===== config.mk =====
export PLATFORM = sky130hd
export DESIGN_NAME = ghbi_interp
export DESIGN_NICKNAME = d
export VERILOG_FILES = /design/src/ghbi_pkg.sv /design/src/ghbi_count_mem.sv /design/src/ghbi_interp.sv
export SDC_FILE = /design/constraint.sdc
export NUM_CORES = 2
export LEC_CHECK = 0
export BUFFER_PORTS_ARGS = -buffer_cell sky130_fd_sc_hd__buf_2
export CORE_AREA = 10 10 490 492
export CTS_CLUSTER_DIAMETER = 80
export DETAILED_ROUTE_END_ITERATION = 6
export DIE_AREA = 0 0 500 502
export GPL_TIMING_DRIVEN = 0
export PLACE_DENSITY = 0.68
export SLEW_MARGIN = 5
export SYNTH_ARGS = -nofsm -noshare
export SYNTH_HDL_FRONTEND = slang
export SYNTH_SLANG_ARGS = --single-unit

===== constraint.sdc =====
create_clock -name sys_clk -period 6.15 [get_ports sys_clk]
set_clock_uncertainty 0.1 [all_clocks]
set_input_delay 0.615 -clock sys_clk [delete_from_list [all_inputs] [get_ports sys_clk]]
set_output_delay 0.615 -clock sys_clk [all_outputs]
set_load 0.05 [all_outputs]

===== src/ghbi_pkg.sv =====
// Purpose: shared constants and types of the gap/heartbeat interpreter
// Assumes: submessage fields arrive already parsed and byte-swapped
// Notes: lengths are in bytes of submessage body, header excluded
package ghbi_pkg;
    // submessage kind codes on the wire
    localparam logic [7:0] KIND_GAP = 8'h08;
    localparam logic [7:0] KIND_HEARTBEAT = 8'h07;
    localparam logic [7:0] KIND_HB_FRAG = 8'h13;
    // header flag positions
    localparam int FLAG_FINAL = 1;
    localparam int FLAG_LIVELY = 2;
    // minimum body lengths in bytes
    localparam logic [15:0] LEN_GAP_MIN = 16'h001C;
    localparam logic [15:0] LEN_GAP_MAP = 16'h0004;
    localparam logic [15:0] LEN_HB_MIN = 16'h001C;
    localparam logic [15:0] LEN_HBF_MIN = 16'h0018;
    // gap bitmap capacity, one word
    localparam int MAP_BITS = 32;
    localparam logic [8:0] MAP_BITS_MAX = 9'h020;
    // unknown entity wildcard
    localparam logic [31:0] ENTITY_UNKNOWN = 32'h00000000;
    // first fragment number
    localparam logic [31:0] FRAG_FIRST = 32'h00000001;
    localparam logic [63:0] SEQ_ONE = 64'h0000000000000001;
    // duplicate table geometry: one slot per writer and kind
    localparam int SLOT_W = 4;
    localparam int ADDR_W = SLOT_W + 1;
    localparam int SLOTS = 1 << ADDR_W;
    localparam int CNT_W = 32;
    // controller states, one-hot
    typedef enum logic [1:0] {
        ST_IDLE = 2'b01,
        ST_EVAL = 2'b10
    } ghbi_state_t;
endpackage


===== src/ghbi_count_mem.sv =====
// Purpose: last-seen count per remote writer slot
// Assumes: one write and one read port on sys_clk
// Notes: no reset; the owner keeps per-slot valid bits
`timescale 1ns/1ps
`default_nettype none
module ghbi_count_mem
    import ghbi_pkg::*;
(
    input wire logic sys_clk,
    input wire logic wrEn,
    input wire logic [ADDR_W-1:0] wrAddr,
    input wire logic [CNT_W-1:0] wrData,
    input wire logic rdEn,
    input wire logic [ADDR_W-1:0] rdAddr,
    output logic [CNT_W-1:0] rdData
);
    // storage array, small enough for registers or lutram
    logic [CNT_W-1:0] mem [SLOTS];

    // write port
    always_ff @(posedge sys_clk) begin
        if (wrEn) begin
            mem[wrAddr] <= wrData;
        end
    end

    // registered read so the owner sees data one edge later
    always_ff @(posedge sys_clk) begin
        if (rdEn) begin
            rdData <= mem[rdAddr];
        end
    end
endmodule
`default_nettype wire


===== src/ghbi_interp.sv =====
// Purpose: reader-side interpreter for gap, heartbeat, heartbeat-frag
// Assumes: fields parsed upstream; prefixes held by the receiver outside
// Notes: one submessage per two cycles; results are registered pulses
// What this block does
// - gap range start to base minus one
// - gap bitmap entries also irrelevant
// - gap writer guid from source prefix
// - gap reader guid from destination prefix
// - reject gap with nonpositive start
// - reject bad heartbeat sequence numbers
// - reject submessage with short length
// - final clear forces acknack reply, except for duplicates
// - final set needs no reply
// - otherwise reply only when changes missing
// - liveliness flag renews writer lease, except for duplicates
// - heartbeat guids from both prefixes
// - unknown reader id means all readers
// - receiver prefix state left untouched
// - fragments one to last available
// - reject frag with nonpositive numbers
`timescale 1ns/1ps
`default_nettype none
module ghbi_interp
    import ghbi_pkg::*;
(
    input wire logic sys_clk,
    input wire logic rst_n,
    input wire logic inValid,
    output logic inReady,
    input wire logic [7:0] inKind,
    input wire logic [7:0] inFlags,
    input wire logic [15:0] inLength,
    input wire logic [31:0] inReaderId,
    input wire logic [31:0] inWriterId,
    input wire logic [63:0] inSeqA,
    input wire logic [63:0] inSeqB,
    input wire logic [8:0] inNumBits,
    input wire logic [MAP_BITS-1:0] inBitmap,
    input wire logic [31:0] inLastFrag,
    input wire logic [CNT_W-1:0] inCount,
    input wire logic [SLOT_W-1:0] inSlot,
    input wire logic inMissing,
    input wire logic [95:0] srcPrefix,
    input wire logic [95:0] dstPrefix,
    output logic evtDone,
    output logic evtError,
    output logic evtDup,
    output logic [7:0] evtKind,
    output logic [127:0] writerGuid,
    output logic [127:0] readerGuid,
    output logic allReaders,
    output logic [63:0] gapFirst,
    output logic [63:0] gapLast,
    output logic gapRangeValid,
    output logic [63:0] gapBase,
    output logic [MAP_BITS-1:0] gapBitmap,
    output logic [63:0] hbFirst,
    output logic [63:0] hbLast,
    output logic ackNackReq,
    output logic leaseRenew,
    output logic [63:0] fragSn,
    output logic [31:0] fragLow,
    output logic [31:0] fragHigh
);
    // strictly positive sequence or fragment number
    function automatic logic isPos64(input logic [63:0] v);
        isPos64 = !v[63] && (v != 64'h0000000000000000);
    endfunction
    function automatic logic isPos32(input logic [31:0] v);
        isPos32 = !v[31] && (v != 32'h00000000);
    endfunction

    ghbi_state_t state; // controller state
    logic take; // submessage accepted this edge
    logic [7:0] sKind; // captured fields
    logic [7:0] sFlags;
    logic [15:0] sLength;
    logic [31:0] sReaderId;
    logic [31:0] sWriterId;
    logic [63:0] sSeqA;
    logic [63:0] sSeqB;
    logic [8:0] sNumBits;
    logic [MAP_BITS-1:0] sBitmap;
    logic [31:0] sLastFrag;
    logic [CNT_W-1:0] sCount;
    logic [ADDR_W-1:0] sAddr;
    logic sMissing;
    logic [SLOTS-1:0] slotSeen; // count slot holds a real value
    logic [CNT_W-1:0] lastCount; // stored count from the table
    logic isGap, isHb, isHbf; // kind decode of the captured message
    logic validMsg; // passes all validity checks
    logic dupMsg; // unchanged count, duplicate copy
    logic [MAP_BITS-1:0] mapMask; // bits beyond numBits are ignored

    assign take = inValid && inReady;
    assign inReady = (state == ST_IDLE);
    assign isGap = (sKind == KIND_GAP);
    assign isHb = (sKind == KIND_HEARTBEAT);
    assign isHbf = (sKind == KIND_HB_FRAG);

    // masks the bitmap down to its declared length
    generate
        for (genvar i = 0; i < MAP_BITS; i++) begin : g_mask
            assign mapMask[i] = (9'(i) < sNumBits);
        end
    endgenerate

    // validity per kind; unknown kinds count as invalid
    always_comb begin
        validMsg = 1'b0;
        unique case (1'b1)
            isGap: begin
                validMsg = isPos64(sSeqA)
                    && isPos64(sSeqB) && (sNumBits <= MAP_BITS_MAX)
                    && (sLength >= LEN_GAP_MIN + ((sNumBits != 9'h000) ? LEN_GAP_MAP
                        : 16'h0000));
            end
            isHb: begin
                validMsg = isPos64(sSeqA) && isPos64(sSeqB)
                    && ($signed(sSeqB) >= $signed(sSeqA))
                    && (sLength >= LEN_HB_MIN);
            end
            isHbf: begin
                validMsg = isPos64(sSeqA) && isPos32(sLastFrag)
                    && (sLength >= LEN_HBF_MIN);
            end
            default: validMsg = 1'b0;
        endcase
    end

    // duplicates over redundant paths repeat the sender's count
    assign dupMsg = (isHb || isHbf) && slotSeen[sAddr] && (lastCount == sCount);

    // controller: accept, then evaluate for one cycle
    always_ff @(posedge sys_clk or negedge rst_n) begin
        if (!rst_n) begin
            state <= ST_IDLE;
        end else begin
            unique case (state)
                ST_IDLE: if (take) state <= ST_EVAL;
                ST_EVAL: state <= ST_IDLE;
            endcase
        end
    end

    // capture the submessage; prefixes are not captured here, only read into the guids at evaluation
    always_ff @(posedge sys_clk or negedge rst_n) begin
        if (!rst_n) begin
            sKind <= 8'h00;
            sFlags <= 8'h00;
            sLength <= 16'h0000;
            sReaderId <= 32'h00000000;
            sWriterId <= 32'h00000000;
            sSeqA <= 64'h0000000000000000;
            sSeqB <= 64'h0000000000000000;
            sNumBits <= 9'h000;
            sBitmap <= 32'h00000000;
            sLastFrag <= 32'h00000000;
            sCount <= 32'h00000000;
            sAddr <= 5'h00;
            sMissing <= 1'b0;
        end else if (take) begin
            sKind <= inKind;
            sFlags <= inFlags;
            sLength <= inLength;
            sReaderId <= inReaderId;
            sWriterId <= inWriterId;
            sSeqA <= inSeqA;
            sSeqB <= inSeqB;
            sNumBits <= inNumBits;
            sBitmap <= inBitmap;
            sLastFrag <= inLastFrag;
            sCount <= inCount;
            sAddr <= {inKind == KIND_HB_FRAG, inSlot};
            sMissing <= inMissing;
        end
    end

    // a slot becomes valid on its first accepted heartbeat or heartbeat-frag
    always_ff @(posedge sys_clk or negedge rst_n) begin
        if (!rst_n) begin
            slotSeen <= '0;
        end else if (state == ST_EVAL && validMsg && (isHb || isHbf)) begin
            slotSeen[sAddr] <= 1'b1;
        end
    end

    // count table; invalid messages never touch it
    ghbi_count_mem u_cnt (
        .sys_clk(sys_clk),
        .wrEn(state == ST_EVAL && validMsg && (isHb || isHbf)),
        .wrAddr(sAddr),
        .wrData(sCount),
        .rdEn(take),
        .rdAddr({inKind == KIND_HB_FRAG, inSlot}),
        .rdData(lastCount)
    );

    // status pulses, one cycle after evaluation
    always_ff @(posedge sys_clk or negedge rst_n) begin
        if (!rst_n) begin
            evtDone <= 1'b0;
            evtError <= 1'b0;
            evtDup <= 1'b0;
            ackNackReq <= 1'b0;
            leaseRenew <= 1'b0;
        end else begin
            evtDone <= (state == ST_EVAL) && validMsg;
            evtError <= (state == ST_EVAL) && !validMsg;
            evtDup <= (state == ST_EVAL) && validMsg && dupMsg;
            // for a new heartbeat, final clear forces a reply; else only when something is missing
            ackNackReq <= (state == ST_EVAL) && validMsg && isHb && !dupMsg
                && (!sFlags[FLAG_FINAL] || sMissing);
            leaseRenew <= (state == ST_EVAL) && validMsg && isHb && !dupMsg
                && sFlags[FLAG_LIVELY];
        end
    end

    // result fields change only for valid messages, so invalid ones leave no trace
    always_ff @(posedge sys_clk or negedge rst_n) begin
        if (!rst_n) begin
            evtKind <= 8'h00;
            writerGuid <= '0;
            readerGuid <= '0;
            allReaders <= 1'b0;
        end else if (state == ST_EVAL && validMsg) begin
            evtKind <= sKind;
            writerGuid <= {srcPrefix, sWriterId};
            readerGuid <= {dstPrefix, sReaderId};
            allReaders <= (sReaderId == ENTITY_UNKNOWN);
        end
    end

    // gap outputs: contiguous range plus bitmap relative to base
    always_ff @(posedge sys_clk or negedge rst_n) begin
        if (!rst_n) begin
            gapFirst <= '0;
            gapLast <= '0;
            gapRangeValid <= 1'b0;
            gapBase <= '0;
            gapBitmap <= '0;
        end else if (state == ST_EVAL && validMsg && isGap) begin
            gapFirst <= sSeqA;
            gapLast <= sSeqB - SEQ_ONE;
            // an empty range when base does not exceed start
            gapRangeValid <= ($signed(sSeqB) > $signed(sSeqA));
            gapBase <= sSeqB;
            gapBitmap <= sBitmap & mapMask;
        end
    end

    // heartbeat and fragment availability
    always_ff @(posedge sys_clk or negedge rst_n) begin
        if (!rst_n) begin
            hbFirst <= '0;
            hbLast <= '0;
            fragSn <= '0;
            fragLow <= '0;
            fragHigh <= '0;
        end else if (state == ST_EVAL && validMsg && !dupMsg) begin
            if (isHb) begin
                hbFirst <= sSeqA;
                hbLast <= sSeqB;
            end
            if (isHbf) begin
                fragSn <= sSeqA;
                fragLow <= FRAG_FIRST;
                fragHigh <= sLastFrag;
            end
        end
    end
endmodule
`default_nettype wire


==> flow_metrics.py <==
metrics = {
    "run_status": {
        "outcome": "completed",
    },
    "place": {
        "io_buffers": 1239,
        "finalWeightedCongestion": 1.03,
        "hpwl_um": 293000,
    },
    "layout": {
        "top_regs": "u_cnt.mem: 1024 flops, readerGuid: 128 flops, writerGuid: 128 flops",
        "largest_register_ffs": 1024,
        "area_growth_pct": 29.1,
        "final_common_cell": "buf_2",
        "layout_common_cells": "buf_2 (1,255), dfrtp_1 (1,082), edfxtp_1 (1,056)",
        "top_register": "u_cnt.mem",
        "drive_above_1_share_pct": 33.7,
        "final_nets": 7898,
    },
    "setup_path": {
        "endpoint_kind": "register",
        "path_max_fanout": 11,
        "worstSetupPathType": "reg -> reg",
        "arrival_ns": 6.49,
        "critPathRequiredTime_ns": 6.68,
        "cp-start-kind": "register",
    },
    "global_routing": {
        "track_usage_pct": 28.5,
        "globalRouteMet3Util_pct": 9.07,
        "first_global_vias": 57805,
        "grt_overflow": 0,
        "met2_usage_pct": 46.3,
        "antenna_found_initial": 84,
        "top_usage_layer": "met2",
        "grt_pass1_wl_um": 495000,
        "use_met1_pct": 35.4,
        "grt_max_degree": 165,
    },
    "detailed_routing": {
        "route.detailed.drc": 0,
        "antenna_left": 0,
        "wl_um": 369000,
        "drt_iter0_drc": 5858,
        "vias": 56600,
        "viasPerCell": 5.35,
        "drt_pre_antenna_iters": 5,
        "avgRoutedWirePerCell_um": 34.9,
    },
    "power": {
        "powerDensity_nw_per_um2": 423,
        "seq_power_share_pct": 45.7,
        "power_frac_clock_pct": 30.7,
        "power.switching_mw": 17.5,
        "p_sw_share_pct": 37.8,
        "leakage_nw": 47.8,
        "total_power_mw": 46.4,
        "irDropWorstVdd_mv": 0.717,
        "p_comb_share_pct": 23.6,
        "p_int_mw": 28.9,
    },
    "hold_path": {
        "hp-class": "in -> reg",
    },
    "sta": {
        "setup_violations": 0,
        "setup_tns_ns": 0,
        "finalCritPeriodShare_pct": 96.9,
        "drv_slew": 0,
        "fin_crit_ns": 5.96,
        "fmax_mhz": 168,
        "worst_pin_slew_ns": 1.41,
        "hold_viol": 0,
        "rsz0062_at_grt": "yes",
        "max-slew-margin-rel_pct": 4.62,
    },
    "clock_tree": {
        "clkLatencyLatePin_ns": 0.92,
        "clk_pin_slew_ns": 0.06,
        "clockBufferDepth": 3,
        "numCtsBuffers": 222,
        "htreeDepth": 4,
        "cts_tree": "built",
        "cts.sinks": 2139,
        "cts_root_buffer": "clkbuf_16",
    },
    "floorplanning": {
        "initial_core_util_pct": 37.0,
        "coreArea_sq_um": 230000,
        "io_pins": 1281,
        "die_height_um": 502,
        "row_count": 176,
        "dieArea_sq_um": 251000,
        "dieWidth_um": 500,
    },
    "logic_synthesis": {
        "async_flop_share_pct": 50.6,
        "synth_top_area_share_pct": 37.3,
        "synth_area_sq_um": 85000,
        "yosysSeqAreaShare_pct": 69.2,
        "ys_types": 69,
        "synth_warnings": 0,
        "synth_area_per_cell_sq_um": 16.2,
        "synth_ff_type": "dfrtp_1",
        "synth_top_cell_by_area": "edfxtp_1",
        "synth_edf_count": 1056,
        "ys_top_cells_by_area": "edfxtp_1 (37%), dfrtp_1 (32%), mux4_2 (8.7%)",
        "synth-seq-cells": 2139,
        "netlist_instances": 5234,
    },
    "run": {
        "drv_cap": 0,
    },
}
cell families (layout without fill, tap and decap cells):
logic type	after synthesis	count (layout)	synth area share, %
compound gates	248	248	1.90
xor+xnor	90	90	0.927
fa+ha+maj	69	69	1.02
buf+inv	395	2621	2.39
flops	2139	2139	69.2
mux	1067	1067	18.5
other cells	1	95	0.00441
simple gates	1225	1225	6.13
worst paths after layout:
| path | from | endpoint | slack [ns] | cells after the start |
|---|---|---|---|---|
| max | sSeqB[0]$_DFFE_PN0P_ | u_cnt.mem[21][13]$_DFFE_PP_ | 0.19 | 15 |
| max in group asynchronous | rst_n | readerGuid[79]$_DFFE_PN0N_ | 2.80 | 6 |
| max reg2reg | sSeqB[0]$_DFFE_PN0P_ | u_cnt.mem[21][13]$_DFFE_PP_ | 0.19 | 15 |
| min reg2reg | sWriterId[9]$_DFFE_PN0P_ | writerGuid[9]$_DFFE_PN0N_ | 0.31 | 1 |
| min | inSeqA[63] | sSeqA[63]$_DFFE_PN0P_ | 0.04 | 3 |
| min in group asynchronous | rst_n | hbFirst[55]$_DFFE_PN0P_ | 0.27 | 2 |
metal layers:
layer | vias up | part of all wire [%]
met1 | 29666 | 38
li1 | 23440 | -
met3 | 611 | 9.6
met5 | - | 0.052
met4 | 30 | 4.8
met2 | 2853 | 47
stage by stage:
stage	hold slack, ns	setup slack (ns)	std cells	util (%)	cell area, sq um
2_1_floorplan	0.219	0.286	5264	-	85200
3_3_place_gp	0.349	-21.14	9529	41.4	95100
3_5_place_dp	0.347	-0.134	9610	42.2	96900
4_1_cts	0.00322	0.0145	10512	47.7	110000
5_1_grt	0.0104	-0.0296	10524	47.7	110000
6_report	0.0415	0.190	10580	47.8	110000
timing repair:
item                       CTS  global route
setup buffers                0             4
hold endpoints to repair   615             0
hold buffers               488             0
gates resized for setup      1             1
setup endpoints to repair  512            90
gates cloned                 0             0
pin swaps                    0             2
cells in the mapped netlist, types with 60 or more instances:
| master | instances |
|---|---|
| nor4_1 | 60 |
| mux2_2 | 341 |
| nor2_1 | 62 |
| mux4_2 | 330 |
| mux2_1 | 379 |
| o21ai_0 | 96 |
| buf_4 | 76 |
| clkbuf_1 | 150 |
| dfrtp_1 | 1082 |
| nand2_1 | 906 |
| edfxtp_1 | 1056 |
| ha_1 | 69 |
| inv_1 | 95 |
| xor2_1 | 70 |
power groups by stage:
stage / logic [mW] / registers (mW) / clock network [mW]
CTS: 11.0 / 21.1 / 14.4
global placement: 10.4 / 21.2 / 0
detailed placement: 10.6 / 21.3 / 0
global route: 11.5 / 21.4 / 15.0
floorplan: 3.57 / 22.4 / 0
finish: 11.0 / 21.2 / 14.2
critical path: stages, from the launching register on:
cell and delay, ns:
dfrtp_1 0.43, inv_1 0.19, ha_1 0.26, or4b_2 0.66, nor2b_1 0.14, clkbuf_1 0.34, nand3_1 0.30, nor4_2 0.67
buf_4 0.29, a211oi_1 0.21, o31ai_4 0.17, buf_8 0.22, clkbuf_1 0.97, a211oi_4 0.30, buf_6 0.25, buf_8 0.16
area by class of cell:
| class | instances | area [sq um] |
|---|---|---|
| fillers | 19782 | 120000 |
| clock inverters | 122 | 1710 |
| multi-input cells | 2730 | 24800 |
| plain buffers | 300 | 1690 |
| clock buffers | 292 | 6050 |
| inverters | 95 | 357 |
| diodes | 64 | 160 |
| well taps | 3026 | 3790 |
| repair buffers | 1812 | 12400 |
| flip-flops and latches | 2139 | 58800 |
Note: power is estimated with default switching activity, not from simulation.
